File: src/include/edsp_map.svh
// address map constants and timing counts for the extended data space pager
`ifndef EDSP_MAP_SVH
`define EDSP_MAP_SVH

// ==========================================================
// address layout
`define EDSP_DADDR_W 16
`define EDSP_EA_W 24
`define EDSP_PAGE_W 10
`define EDSP_CAT_W 9
`define EDSP_OFS_W 15
`define EDSP_WIN_BIT 15
`define EDSP_SPACE_BIT 9
`define EDSP_WIN_BYTES 32768
`define EDSP_PAGE_RST 10'h001

// ==========================================================
// cycle counts
`define EDSP_RD_CYC 2
`define EDSP_RPT_FIRST_CYC 3
`define EDSP_RPT_FIRST_N 2
`define EDSP_WR_CYC 1

`endif

File: src/include/edsp_pkg.sv
// types shared by the extended data space pager
`include "edsp_map.svh"
package edsp_pkg;
	// access request from the address generators
	typedef struct packed {
		logic valid;
		logic write;
		logic program_space_view;
		logic repeat_on;
		logic [`EDSP_DADDR_W-1:0] addr;
	} edsp_req_t;

	// translated access toward the memory spaces
	typedef struct packed {
		logic valid;
		logic write;
		logic ext_space;
		logic program_space_view;
		logic [`EDSP_EA_W-1:0] ea;
	} edsp_acc_t;

	typedef enum logic [1:0] {
		EDSP_IDLE,
		EDSP_WAIT
	} edsp_state_t;
endpackage

File: src/edsp_pager.sv
// extended data space address translation, page-zero trap and read cycle timing
`timescale 1ns/1ps
`include "edsp_map.svh"

// What this block does
// - pages equal one 32-Kbyte window
// - reads use read page, writes write page
// - program space view uses read page only
// - page plus 16-bit address gives 24-bit address
// - page zero in window raises address error
// - read: nine page bits above 15 offset bits
// - extended read costs one extra cycle
// - repeated reads: first two three cycles, then one
// - write: nine page bits above 15 offset bits
// - below 8000h page registers are ignored
// - extended writes complete in one cycle
module edsp_pager (
	input wire logic clk, // 40 MHz instruction clock
	input wire logic rstn, // synchronous reset, active low
	input wire logic ce, // clock enable, freezes all state when low
	input wire logic rd_page_we, // load read page select
	input wire logic wr_page_we, // load write page select
	input wire logic [`EDSP_PAGE_W-1:0] page_wdata, // page value to load
	input wire edsp_pkg::edsp_req_t req, // access request
	output logic req_ready, // request taken this cycle
	output edsp_pkg::edsp_acc_t acc, // translated access, registered
	output logic addr_err, // address error trap pulse, registered
	output logic [`EDSP_PAGE_W-1:0] rd_page, // read page select value
	output logic [`EDSP_PAGE_W-1:0] wr_page // write page select value
);
	import edsp_pkg::*;

	// ==========================================================
	// address forming
	function automatic logic [`EDSP_EA_W-1:0] form_ea(
		input logic [`EDSP_PAGE_W-1:0] page,
		input logic [`EDSP_DADDR_W-1:0] addr
	);
		logic [`EDSP_EA_W-1:0] ea;
		ea = '0;
		if (addr[`EDSP_WIN_BIT]) begin
			ea = {page[`EDSP_CAT_W-1:0], addr[`EDSP_OFS_W-1:0]};
		end else begin
			ea = {8'h00, addr};
		end
		return ea;
	endfunction

	logic [`EDSP_PAGE_W-1:0] rd_page_q;
	logic [`EDSP_PAGE_W-1:0] wr_page_q;
	edsp_state_t state_q;
	logic [1:0] wait_q;
	logic [1:0] rpt_cnt_q;
	edsp_acc_t acc_q;
	logic err_q;

	logic in_win;
	logic [`EDSP_PAGE_W-1:0] sel_page;
	logic page_zero;
	logic [1:0] extra;
	logic trap_hit;
	logic hold_off;

	// ==========================================================
	// page select registers
	// pages change only on explicit loads; pointer wrap never touches them
	always_ff @(posedge clk) begin
		if (!rstn) begin
			rd_page_q <= `EDSP_PAGE_RST;
			wr_page_q <= `EDSP_PAGE_RST;
		end else if (ce) begin
			if (rd_page_we) begin
				rd_page_q <= page_wdata;
			end
			if (wr_page_we) begin
				wr_page_q <= page_wdata;
			end
		end
	end

	assign rd_page = rd_page_q;
	assign wr_page = wr_page_q;

	// ==========================================================
	// page selection and trap detection
	assign in_win = req.addr[`EDSP_WIN_BIT];
	always_comb begin
		if (req.write && !req.program_space_view) begin
			sel_page = wr_page_q;
		end else begin
			sel_page = rd_page_q;
		end
	end
	assign page_zero = (sel_page == '0);

	// extra wait cycles a read needs before it completes
	always_comb begin
		extra = 2'd0;
		if (req.write || !in_win) begin
			extra = 2'd0;
		end else if (req.repeat_on && rpt_cnt_q < 2'(`EDSP_RPT_FIRST_N)) begin
			extra = 2'(`EDSP_RPT_FIRST_CYC - 1);
		end else if (req.repeat_on) begin
			extra = 2'd0;
		end else begin
			extra = 2'(`EDSP_RD_CYC - 1);
		end
	end

	// ==========================================================
	// request acceptance
	// a trapped window access never waits: the trap is reported at once
	assign trap_hit = in_win && page_zero;

	// a fresh read that needs wait cycles is held off until its last cycle,
	// so the requester keeps its request standing through the overhead
	always_comb begin
		hold_off = 1'b0;
		if (state_q == EDSP_IDLE) begin
			hold_off = req.valid && extra != 2'd0 && !trap_hit;
		end else if (wait_q != 2'd1) begin
			hold_off = 1'b1;
		end
	end

	// writes and base-space accesses see ready straight away
	assign req_ready = ce && !hold_off;

	// ==========================================================
	// access timing
	// ready is asserted on the final cycle, so the output lands on completion
	always_ff @(posedge clk) begin
		if (!rstn) begin
			state_q <= EDSP_IDLE;
			wait_q <= 2'd0;
		end else if (ce) begin
			case (state_q)
			EDSP_IDLE: begin
				if (req.valid && extra != 2'd0 && !(page_zero && in_win)) begin
					state_q <= EDSP_WAIT;
					wait_q <= extra;
				end
			end
			EDSP_WAIT: begin
				if (wait_q == 2'd1) begin
					state_q <= EDSP_IDLE;
					wait_q <= 2'd0;
				end else begin
					wait_q <= wait_q - 2'd1;
				end
			end
			default: begin
				state_q <= EDSP_IDLE;
			end
			endcase
		end
	end

	// counts window reads under repeat; cleared once repeat drops
	always_ff @(posedge clk) begin
		if (!rstn) begin
			rpt_cnt_q <= 2'd0;
		end else if (ce) begin
			if (!req.repeat_on) begin
				rpt_cnt_q <= 2'd0;
			end else if (req_ready && req.valid && !req.write && in_win
				&& rpt_cnt_q < 2'(`EDSP_RPT_FIRST_N)) begin
				rpt_cnt_q <= rpt_cnt_q + 2'd1;
			end
		end
	end

	// ==========================================================
	// translated access output
	always_ff @(posedge clk) begin
		if (!rstn) begin
			acc_q <= '0;
			err_q <= 1'b0;
		end else if (ce) begin
			acc_q <= '0;
			err_q <= 1'b0;
			if (req_ready && req.valid) begin
				if (in_win && page_zero) begin
					err_q <= 1'b1;
				end else begin
					acc_q.valid <= 1'b1;
					acc_q.write <= req.write;
					acc_q.program_space_view <= req.program_space_view && !req.write;
					// bit 9 high routes to another space, not the data pages
					acc_q.ext_space <= in_win && sel_page[`EDSP_SPACE_BIT];
					acc_q.ea <= form_ea(sel_page, req.addr);
				end
			end
		end
	end

	assign acc = acc_q;
	assign addr_err = err_q;
endmodule
File: config.mk
export PLATFORM = sky130hd
export DESIGN_NAME = edsp_pager
export DESIGN_NICKNAME = d
export VERILOG_FILES = /design/src/include/edsp_pkg.sv /design/src/edsp_pager.sv
export VERILOG_INCLUDE_DIRS = /design/src /design/src/include
export SDC_FILE = /design/constraint.sdc
export NUM_CORES = 1
export LEC_CHECK = 0
export BUFFER_PORTS_ARGS = -buffer_cell sky130_fd_sc_hd__buf_2
export CAP_MARGIN = 20
export CORE_MARGIN = 4
export CORE_UTILIZATION = 51
export CTS_BUF_LIST = sky130_fd_sc_hd__clkbuf_4 sky130_fd_sc_hd__clkbuf_8
export DETAILED_ROUTE_END_ITERATION = 12
export HOLD_SLACK_MARGIN = 0.06
export PLACE_DENSITY_LB_ADDON = 0.25
export SYNTH_ARGS = -nofsm -noshare
export SYNTH_HDL_FRONTEND = slang
export SYNTH_SLANG_ARGS = --single-unit
File: constraint.sdc
create_clock -name clk -period 2 [get_ports clk]
set_input_delay 0.1 -clock clk [delete_from_list [all_inputs] [get_ports clk]]
set_output_delay 0.1 -clock clk [all_outputs]
set_load 0.005 [all_outputs]
==> summary.json, run 1 <==
{
  "synth-edff-count": {"value": 0},
  "area_growth_syn_to_layout": {"value": 34.22, "unit": "%"},
  "wl_per_cell": {"value": 15.55, "unit": "um"},
  "grt_pass1_vias": {"value": 2141},
  "clk_root_buffer_cell": {"value": "sky130_fd_sc_hd__clkbuf_8"},
  "p_leak": {"value": 0.001450, "unit": "uW"},
  "synth-seq-cells": {"value": 54},
  "postSynthNetCount": {"value": 284},
  "list_of_most_frequent_post_synthesis_cells": {"value": "54 x sky130_fd_sc_hd__dfxtp_1, 51 x sky130_fd_sc_hd__nand2_1, 18 x sky130_fd_sc_hd__a21boi_0, 15 x sky130_fd_sc_hd__a22o_1, 14 x sky130_fd_sc_hd__and2_1"},
  "fmax": {"value": 556.0, "unit": "MHz"},
  "nets": {"value": 389},
  "finalHoldViolCount": {"value": 0},
  "path_clk_slew": {"value": 0.10, "unit": "ns"},
  "initialDrtViolationCount": {"value": 144},
  "groute.usage.overall": {"value": 0.2199},
  "final_period_minus_worst_setup_slack": {"value": 1.799, "unit": "ns"},
  "die-area": {"value": 5839, "unit": "sq um"},
  "final.period_utilization": {"value": 0.8993},
  "final_cell_count_no_fill": {"value": 406},
  "unrepaired_setup_endpoints_after_global_routing": {"value": "no"},
  "post_synth_arst_share": {"value": 0},
  "drc": {"value": 0},
  "worst-path-max-fanout": {"value": 16},
  "cts_max_level": {"value": 2},
  "critical_path_arrival": {"value": 2.01, "unit": "ns"},
  "main_synth_ff_type": {"value": "sky130_fd_sc_hd__dfxtp_1"},
  "synth.distinct_cells": {"value": 41},
  "clock-sinks": {"value": 54},
  "worst_clock_skew": {"value": 0.009432, "unit": "ns"},
  "setup.worst_path.class": {"value": "flip-flop to flip-flop"},
  "chipWidth": {"value": 76.42, "unit": "um"},
  "worst-slew-pin-transition": {"value": 0.4249, "unit": "ns"},
  "drt_pre_antenna_iters": {"value": 4},
  "detail-route-antenna-nets": {"value": 0},
  "detailroute.via_count": {"value": 2172},
  "synth.most_common_cell": {"value": "sky130_fd_sc_hd__dfxtp_1"},
  "tritoncts_clock_tree": {"value": "done"},
  "gp_congestion": {"value": 0.8296},
  "port-buffer-count": {"value": 84},
  "synthDominantCellAreaShare": {"value": 0.4528},
  "setup_total_negative_slack": {"value": 0, "unit": "ns"},
  "status": {"value": "completed"},
  "p_per_area": {"value": 679.4, "unit": "nW/um^2"},
  "drt_wl_total": {"value": 6312, "unit": "um"},
  "die_height": {"value": 76.42, "unit": "um"},
  "finalSetupViolCount": {"value": 0},
  "cts_made_buffers": {"value": 5},
  "initial_cell_density_of_the_core": {"value": 0.5372},
  "max_slew_margin": {"value": 0.7167},
  "clock_latency": {"value": 0.31, "unit": "ns"},
  "cap_viol_max_count": {"value": 0},
  "cts-root-to-sink-buffers": {"value": 2},
  "via_per_inst": {"value": 5.350},
  "timing_max_transition_violations_final": {"value": 0},
  "grt_start_max_net_pins": {"value": 25},
  "synth-warning-count": {"value": 0},
  "netlist_area": {"value": 2387, "unit": "sq um"},
  "critical_path_required": {"value": 2.21, "unit": "ns"},
  "timing.critical_path.from_type": {"value": "flip-flop"},
  "synthCells": {"value": 248},
  "dpl.cell_count": {"value": 371},
  "yosysTopAreaCell": {"value": "sky130_fd_sc_hd__dfxtp_1"},
  "endpoint_kind": {"value": "flip-flop"},
  "grt_first_pass_wirelength": {"value": 10470, "unit": "um"},
  "grt_overflow": {"value": 0},
  "core": {"value": 4444, "unit": "sq um"},
  "dpl.hpwl": {"value": 4256, "unit": "um"},
  "min-delay-path-class": {"value": "input port to flip-flop"},
  "floorplan.rows": {"value": 24},
  "max-vdd-ir-drop": {"value": 0.5031, "unit": "mV"},
  "design.portCount": {"value": 85},
  "antenna_found_initial": {"value": 0},
  "post_route_cells_drive_above_1_share": {"value": 0.3362},
  "synthesis.area_per_instance": {"value": 9.626, "unit": "sq um"},
  "ys_top_cells_by_area": {"value": "sky130_fd_sc_hd__dfxtp_1 45%, sky130_fd_sc_hd__nand2_1 8.0%, sky130_fd_sc_hd__a21boi_0 5.7%"},
  "antenna-diode-count": {"value": 0},
  "synth_sequential_area_ratio": {"value": 0.4528}
}
[registers in the layout (all words and copies together) (netlist names)]
signal     flops
rpt_cnt_q      2
addr_err       1
rd_page       10
wait_q         2
wr_page       10
acc           28
state_q        1
[kinds of logic after synthesis]
logic type | share of synthesized area
and+or+nand+nor | 0.2421
AOI/OAI and AO/OA | 0.2013
adders and majority gates | 0.005240
DFF | 0.4528
buffers and inverters | 0.03983
muxes | 0.05870
[area by class of cell]
cell class                      count  area [sq um]
Fill cell                         352          1240
Multi-Input combinational cell    174          1211
Sequential cell                    54          1081
Timing Repair Buffer              114         723.2
Clock buffer                        5         68.82
Tap cell                           52         65.06
Clock inverter                      3         40.04
Inverter                            4         15.01
[report_power, final]
part	internal, uW	leakage (uW)	total (uW)	switching (uW)
combinational	163	0.000952	310	147
clock	369	0.0000579	713	345
sequential	1110	0.000439	1150	39.6
total	1650	0.00145	2180	531
[cells in the final DEF (no fill, tap or decap), drive strengths merged, types with 3 or more instances in the layout]
cell type and n:
a22o 15, clkbuf 5, nand2 51, nor2 4, dfxtp 54, and2 15
dlygate4sd3 26, nor4 4, buf 88, nor3b 3, o2bb2ai 11, nand3 11
inv 4, mux2 8, mux2i 5, o21ai 4, a21boi 18
[metrics by stage]
| stage | instance area, sq um | utilization | setup slack, ns | hold slack, ns | total power, uW |
|---|---|---|---|---|---|
| after floorplan | 2387 | - | 0.5007 | 0.2240 | 1332 |
| after global placement | 2815 | 0.6334 | 0.1708 | 0.3110 | 1437 |
| after detailed placement | 2815 | 0.6334 | 0.1595 | 0.3110 | 1440 |
| after CTS | 3184 | 0.7165 | 0.1076 | 0.1242 | 2190 |
| after global routing | 3204 | 0.7210 | 0.06514 | 0.1535 | 2272 |
| final | 3204 | 0.7210 | 0.2014 | 0.1320 | 2177 |
[layer usage]
| metal | vias up | track usage | share of wire |
|---|---|---|---|
| met5 | - | 0 | 0 |
| met1 | 1009 | 0.2654 | 0.44 |
| met3 | 8 | 0.05674 | 0.050 |
| met2 | 65 | 0.3884 | 0.49 |
| li1 | 1090 | - | - |
| met4 | 0 | 0.05435 | 0.012 |
[path summary, 6_finish.rpt]
check	end	slack (ns)	depth (start not counted)	startpoint
max	acc[24]	0.20	6	state_q[0]
min	rpt_cnt_q[1]	0.13	3	req[16]
max reg2reg	acc[24]	0.20	6	state_q[0]
min reg2reg	acc[23]	0.46	2	acc[23]
[what timing repair did]
| action | 4_1_cts | 5_1_grt |
|---|---|---|
| hold endpoints to repair | 35 | 0 |
| setup endpoints to repair | 0 | 16 |
| setup buffers | 0 | 1 |
| gates resized for setup | 0 | 0 |
| hold buffers | 26 | 0 |
[worst max-delay path, stage by stage, from the launching register on]
cell and delay (ns):
sky130_fd_sc_hd__dfxtp_1 0.57, sky130_fd_sc_hd__inv_2 0.11, sky130_fd_sc_hd__o211ai_2 0.28, sky130_fd_sc_hd__nand3b_4 0.28
sky130_fd_sc_hd__nor3b_4 0.07, sky130_fd_sc_hd__buf_12 0.15, sky130_fd_sc_hd__a32o_1 0.24
(Power assumes the default switching activity.)
==> run 2: changes to the inputs <==
Clock period 2 ns to 2.2 ns, I/O delays scaled along.
==> run 2 against run 1 <==
- largest cell class unchanged
- wire length is 2.3% lower
- first-iteration DRC count fell by 28%
- critical path depth rose by 1
- clock skew is 0.0017 ns lower
- highest routed layer unchanged
- design area is 0.74% lower
- critical endpoint is now req_ready
==> summary.json, run 2 (synthesis results as in run 1) <==
{
  "status": {"value": "completed"},
  "worst_hold_slack": {"value": 0.06161, "unit": "ns", "change": "-0.07043 ns"},
  "final_cell_count_no_fill": {"value": 405, "change": "-0.25%"},
  "grt_overflow": {"value": 0, "change": "unchanged"},
  "cp_slowest_cell": {"value": "sky130_fd_sc_hd__dlygate4sd3_1"},
  "largest_reg_flops": {"value": 28, "change": "unchanged"},
  "cts-root-to-sink-buffers": {"value": 2, "change": "unchanged"},
  "chipWidth": {"value": 76.42, "unit": "um", "change": "unchanged"},
  "tritoncts_clock_tree": {"value": "done"},
  "worst-path-max-fanout": {"value": 5, "change": "-11"},
  "critical_path_arrival": {"value": 1.77, "unit": "ns", "change": "-0.24 ns"},
  "max_stage_delay": {"value": 0.53, "unit": "ns", "change": "-0.04 ns"},
  "max-vdd-ir-drop": {"value": 0.3694, "unit": "mV", "change": "-27%"},
  "fmax": {"value": 530.9, "unit": "MHz"},
  "final.period_utilization": {"value": 0.8561},
  "detail-route-antenna-nets": {"value": 0, "change": "unchanged"},
  "gp_congestion": {"value": 0.8335, "change": "+0.47%"},
  "cts_resized": {"value": 0, "change": "unchanged"},
  "initial_cell_density_of_the_core": {"value": 0.5372, "change": "unchanged"},
  "die_height": {"value": 76.42, "unit": "um", "change": "unchanged"},
  "setup.worst_path.start": {"value": "req[17]"},
  "design.portCount": {"value": 85, "change": "unchanged"},
  "clock-sinks": {"value": 54, "change": "unchanged"},
  "dpl.cell_count": {"value": 371, "change": "unchanged"},
  "clock_latency": {"value": 0.31, "unit": "ns", "change": "about the same"},
  "finalHoldViolCount": {"value": 0, "change": "unchanged"},
  "cts_max_level": {"value": 2, "change": "unchanged"},
  "drc": {"value": 0, "change": "unchanged"},
  "antenna-diode-count": {"value": 0, "change": "unchanged"},
  "clk_root_buffer_cell": {"value": "sky130_fd_sc_hd__clkbuf_8"},
  "cp_common_cell": {"value": "sky130_fd_sc_hd__buf_2"},
  "grt_pass1_vias": {"value": 2191, "change": "+2.3%"},
  "path_clk_slew": {"value": 0.10, "unit": "ns", "change": "about the same"},
  "r2r.worst_path.cells": {"value": 6, "change": "unchanged"},
  "dpl.hpwl": {"value": 4269, "unit": "um", "change": "+0.31%"},
  "max_slew_margin": {"value": 0.7256, "change": "+0.008831"},
  "min-delay-path-class": {"value": "input port to flip-flop"},
  "cp_cell_sequence": {"value": "dlygate4sd3_1 > buf_2 > and2b_1 > nand4b_2 > and3_4 > nor2_1 > buf_2"},
  "setup.worst_path.class": {"value": "input port to output port"},
  "final_period_minus_worst_setup_slack": {"value": 1.883, "unit": "ns"},
  "floorplan.rows": {"value": 24, "change": "unchanged"},
  "layout_commonest_cell": {"value": "sky130_fd_sc_hd__buf_2"},
  "worstReg2RegEnd": {"value": "acc[24]"},
  "wl_per_cell": {"value": 15.23, "unit": "um", "change": "-2.1%"},
  "cap_viol_max_count": {"value": 0, "change": "unchanged"},
  "finish.utilization": {"value": 0.7157, "change": "-0.005349"},
  "detailroute.via_count": {"value": 2150, "change": "-1.0%"},
  "drt_wl_total": {"value": 6167, "unit": "um", "change": "-2.3%"},
  "finalSetupViolCount": {"value": 0, "change": "unchanged"},
  "post_route_cells_drive_above_1_share": {"value": 0.3371, "change": "+0.0009523"},
  "die-area": {"value": 5839, "unit": "sq um", "change": "unchanged"},
  "cts_made_buffers": {"value": 5, "change": "unchanged"},
  "area_growth_syn_to_layout": {"value": 33.23, "unit": "%"},
  "port-buffer-count": {"value": 84, "change": "unchanged"},
  "nets": {"value": 388, "change": "-0.26%"},
  "p_per_area": {"value": 598.6, "unit": "nW/um^2", "change": "-12%"},
  "core": {"value": 4444, "unit": "sq um", "change": "unchanged"},
  "groute.usage.overall": {"value": 0.2164, "change": "-0.003536"},
  "worst-slew-pin-transition": {"value": 0.4116, "unit": "ns", "change": "-0.01325 ns"},
  "drt_pre_antenna_iters": {"value": 4, "change": "unchanged"},
  "unrepaired_setup_endpoints_after_global_routing": {"value": "no"},
  "timing.critical_path.from_type": {"value": "input port"},
  "grt_start_max_net_pins": {"value": 26, "change": "+4.0%"},
  "grt_first_pass_wirelength": {"value": 10500, "unit": "um", "change": "+0.32%"},
  "endpoint": {"value": "req_ready"},
  "p_leak": {"value": 0.001435, "unit": "uW", "change": "-1.0%"},
  "worst_clock_skew": {"value": 0.007735, "unit": "ns", "change": "-0.001698 ns"},
  "endpoint_kind": {"value": "output port"},
  "initialDrtViolationCount": {"value": 104, "change": "-28%"},
  "via_per_inst": {"value": 5.309, "change": "-0.77%"},
  "timing_max_transition_violations_final": {"value": 0, "change": "unchanged"},
  "critical_path_required": {"value": 2.09, "unit": "ns", "change": "-0.12 ns"},
  "setup_total_negative_slack": {"value": 0, "unit": "ns", "change": "unchanged"},
  "reg2reg_setup_slack": {"value": 0.42, "unit": "ns", "change": "+0.22 ns"},
  "antenna_found_initial": {"value": 0, "change": "unchanged"},
  "top_library_cells_by_usage_in_the_layout_fill_and_taps_aside": {"value": "84 x sky130_fd_sc_hd__buf_2, 54 x sky130_fd_sc_hd__dfxtp_1, 51 x sky130_fd_sc_hd__nand2_1"},
  "worstReg2RegStart": {"value": "state_q[0]"}
}
run 2: cell count changes in the layout (fill, tap and decap cells not counted):
cell / previous run / this run
sky130_fd_sc_hd__clkinv_2: 2 / 1
sky130_fd_sc_hd__dlygate4sd3_1: 26 / 25
sky130_fd_sc_hd__clkbuf_8: 5 / 6
sky130_fd_sc_hd__clkinvlp_4: 0 / 1
sky130_fd_sc_hd__bufinv_16: 1 / 0
run 2: worst min-delay path by stage:
stage               depth (start not counted)  slack (ns)          to          start
finish                                      3        0.06  rd_page[3]  page_wdata[3]
global route                                3        0.07  wr_page[3]  page_wdata[3]
CTS                                         3        0.06  rd_page[3]  page_wdata[3]
detailed placement                          2        0.32     acc[10]        req[10]
global placement                            2        0.32      acc[8]         req[8]
floorplan                                   2        0.23  rd_page[0]  page_wdata[0]
run 2: timing repair:
item | 4_1_cts | 5_1_grt
hold endpoints to repair | 31 | 0
endpoints found under the setup margin | 0 | 3
setup buffers | 0 | 1
hold buffers | 25 | 0
run 2: worst max-delay path: cells and delay by family:
| kind | cells | cell delay, ns |
|---|---|---|
| simple gates | 4 | 0.88 |
| buf+inv | 3 | 0.77 |
run 2: final cells by class:
cell class / instances / area [sq um]
inverter: 4 / 15.01
multi-input combinational: 174 / 1211
clock buffer: 6 / 82.58
timing repair buffer: 113 / 713.2
clock inverter: 2 / 12.51
sequential: 54 / 1081
fill: 346 / 1264
tap: 52 / 65.06
run 2: per-layer routing:
metal	vias up	GRT usage	wire length (um)
met5	-	0	0
met4	0	0.05978	78
met3	9	0.04492	362
met2	69	0.3629	2888
met1	988	0.2810	2838
li1	1084	-	-
run 2: through the flow:
step	setup slack [ns]	power (uW)	instance area, sq um
2_1_floorplan	0.7007	1211	2387
3_3_place_gp	0.3720	1307	2815
3_5_place_dp	0.2982	1310	2815
4_1_cts	0.08473	1912	3161
5_1_grt	0.2420	1994	3181
6_report	0.3165	1904	3181
run 2: where the power goes:
part | internal (uW) | leakage, uW | total (uW) | switching (uW)
Sequential | 1010 | 0.000439 | 1050 | 35.0
Clock | 254 | 0.0000472 | 577 | 323
Combinational | 147 | 0.000948 | 279 | 132
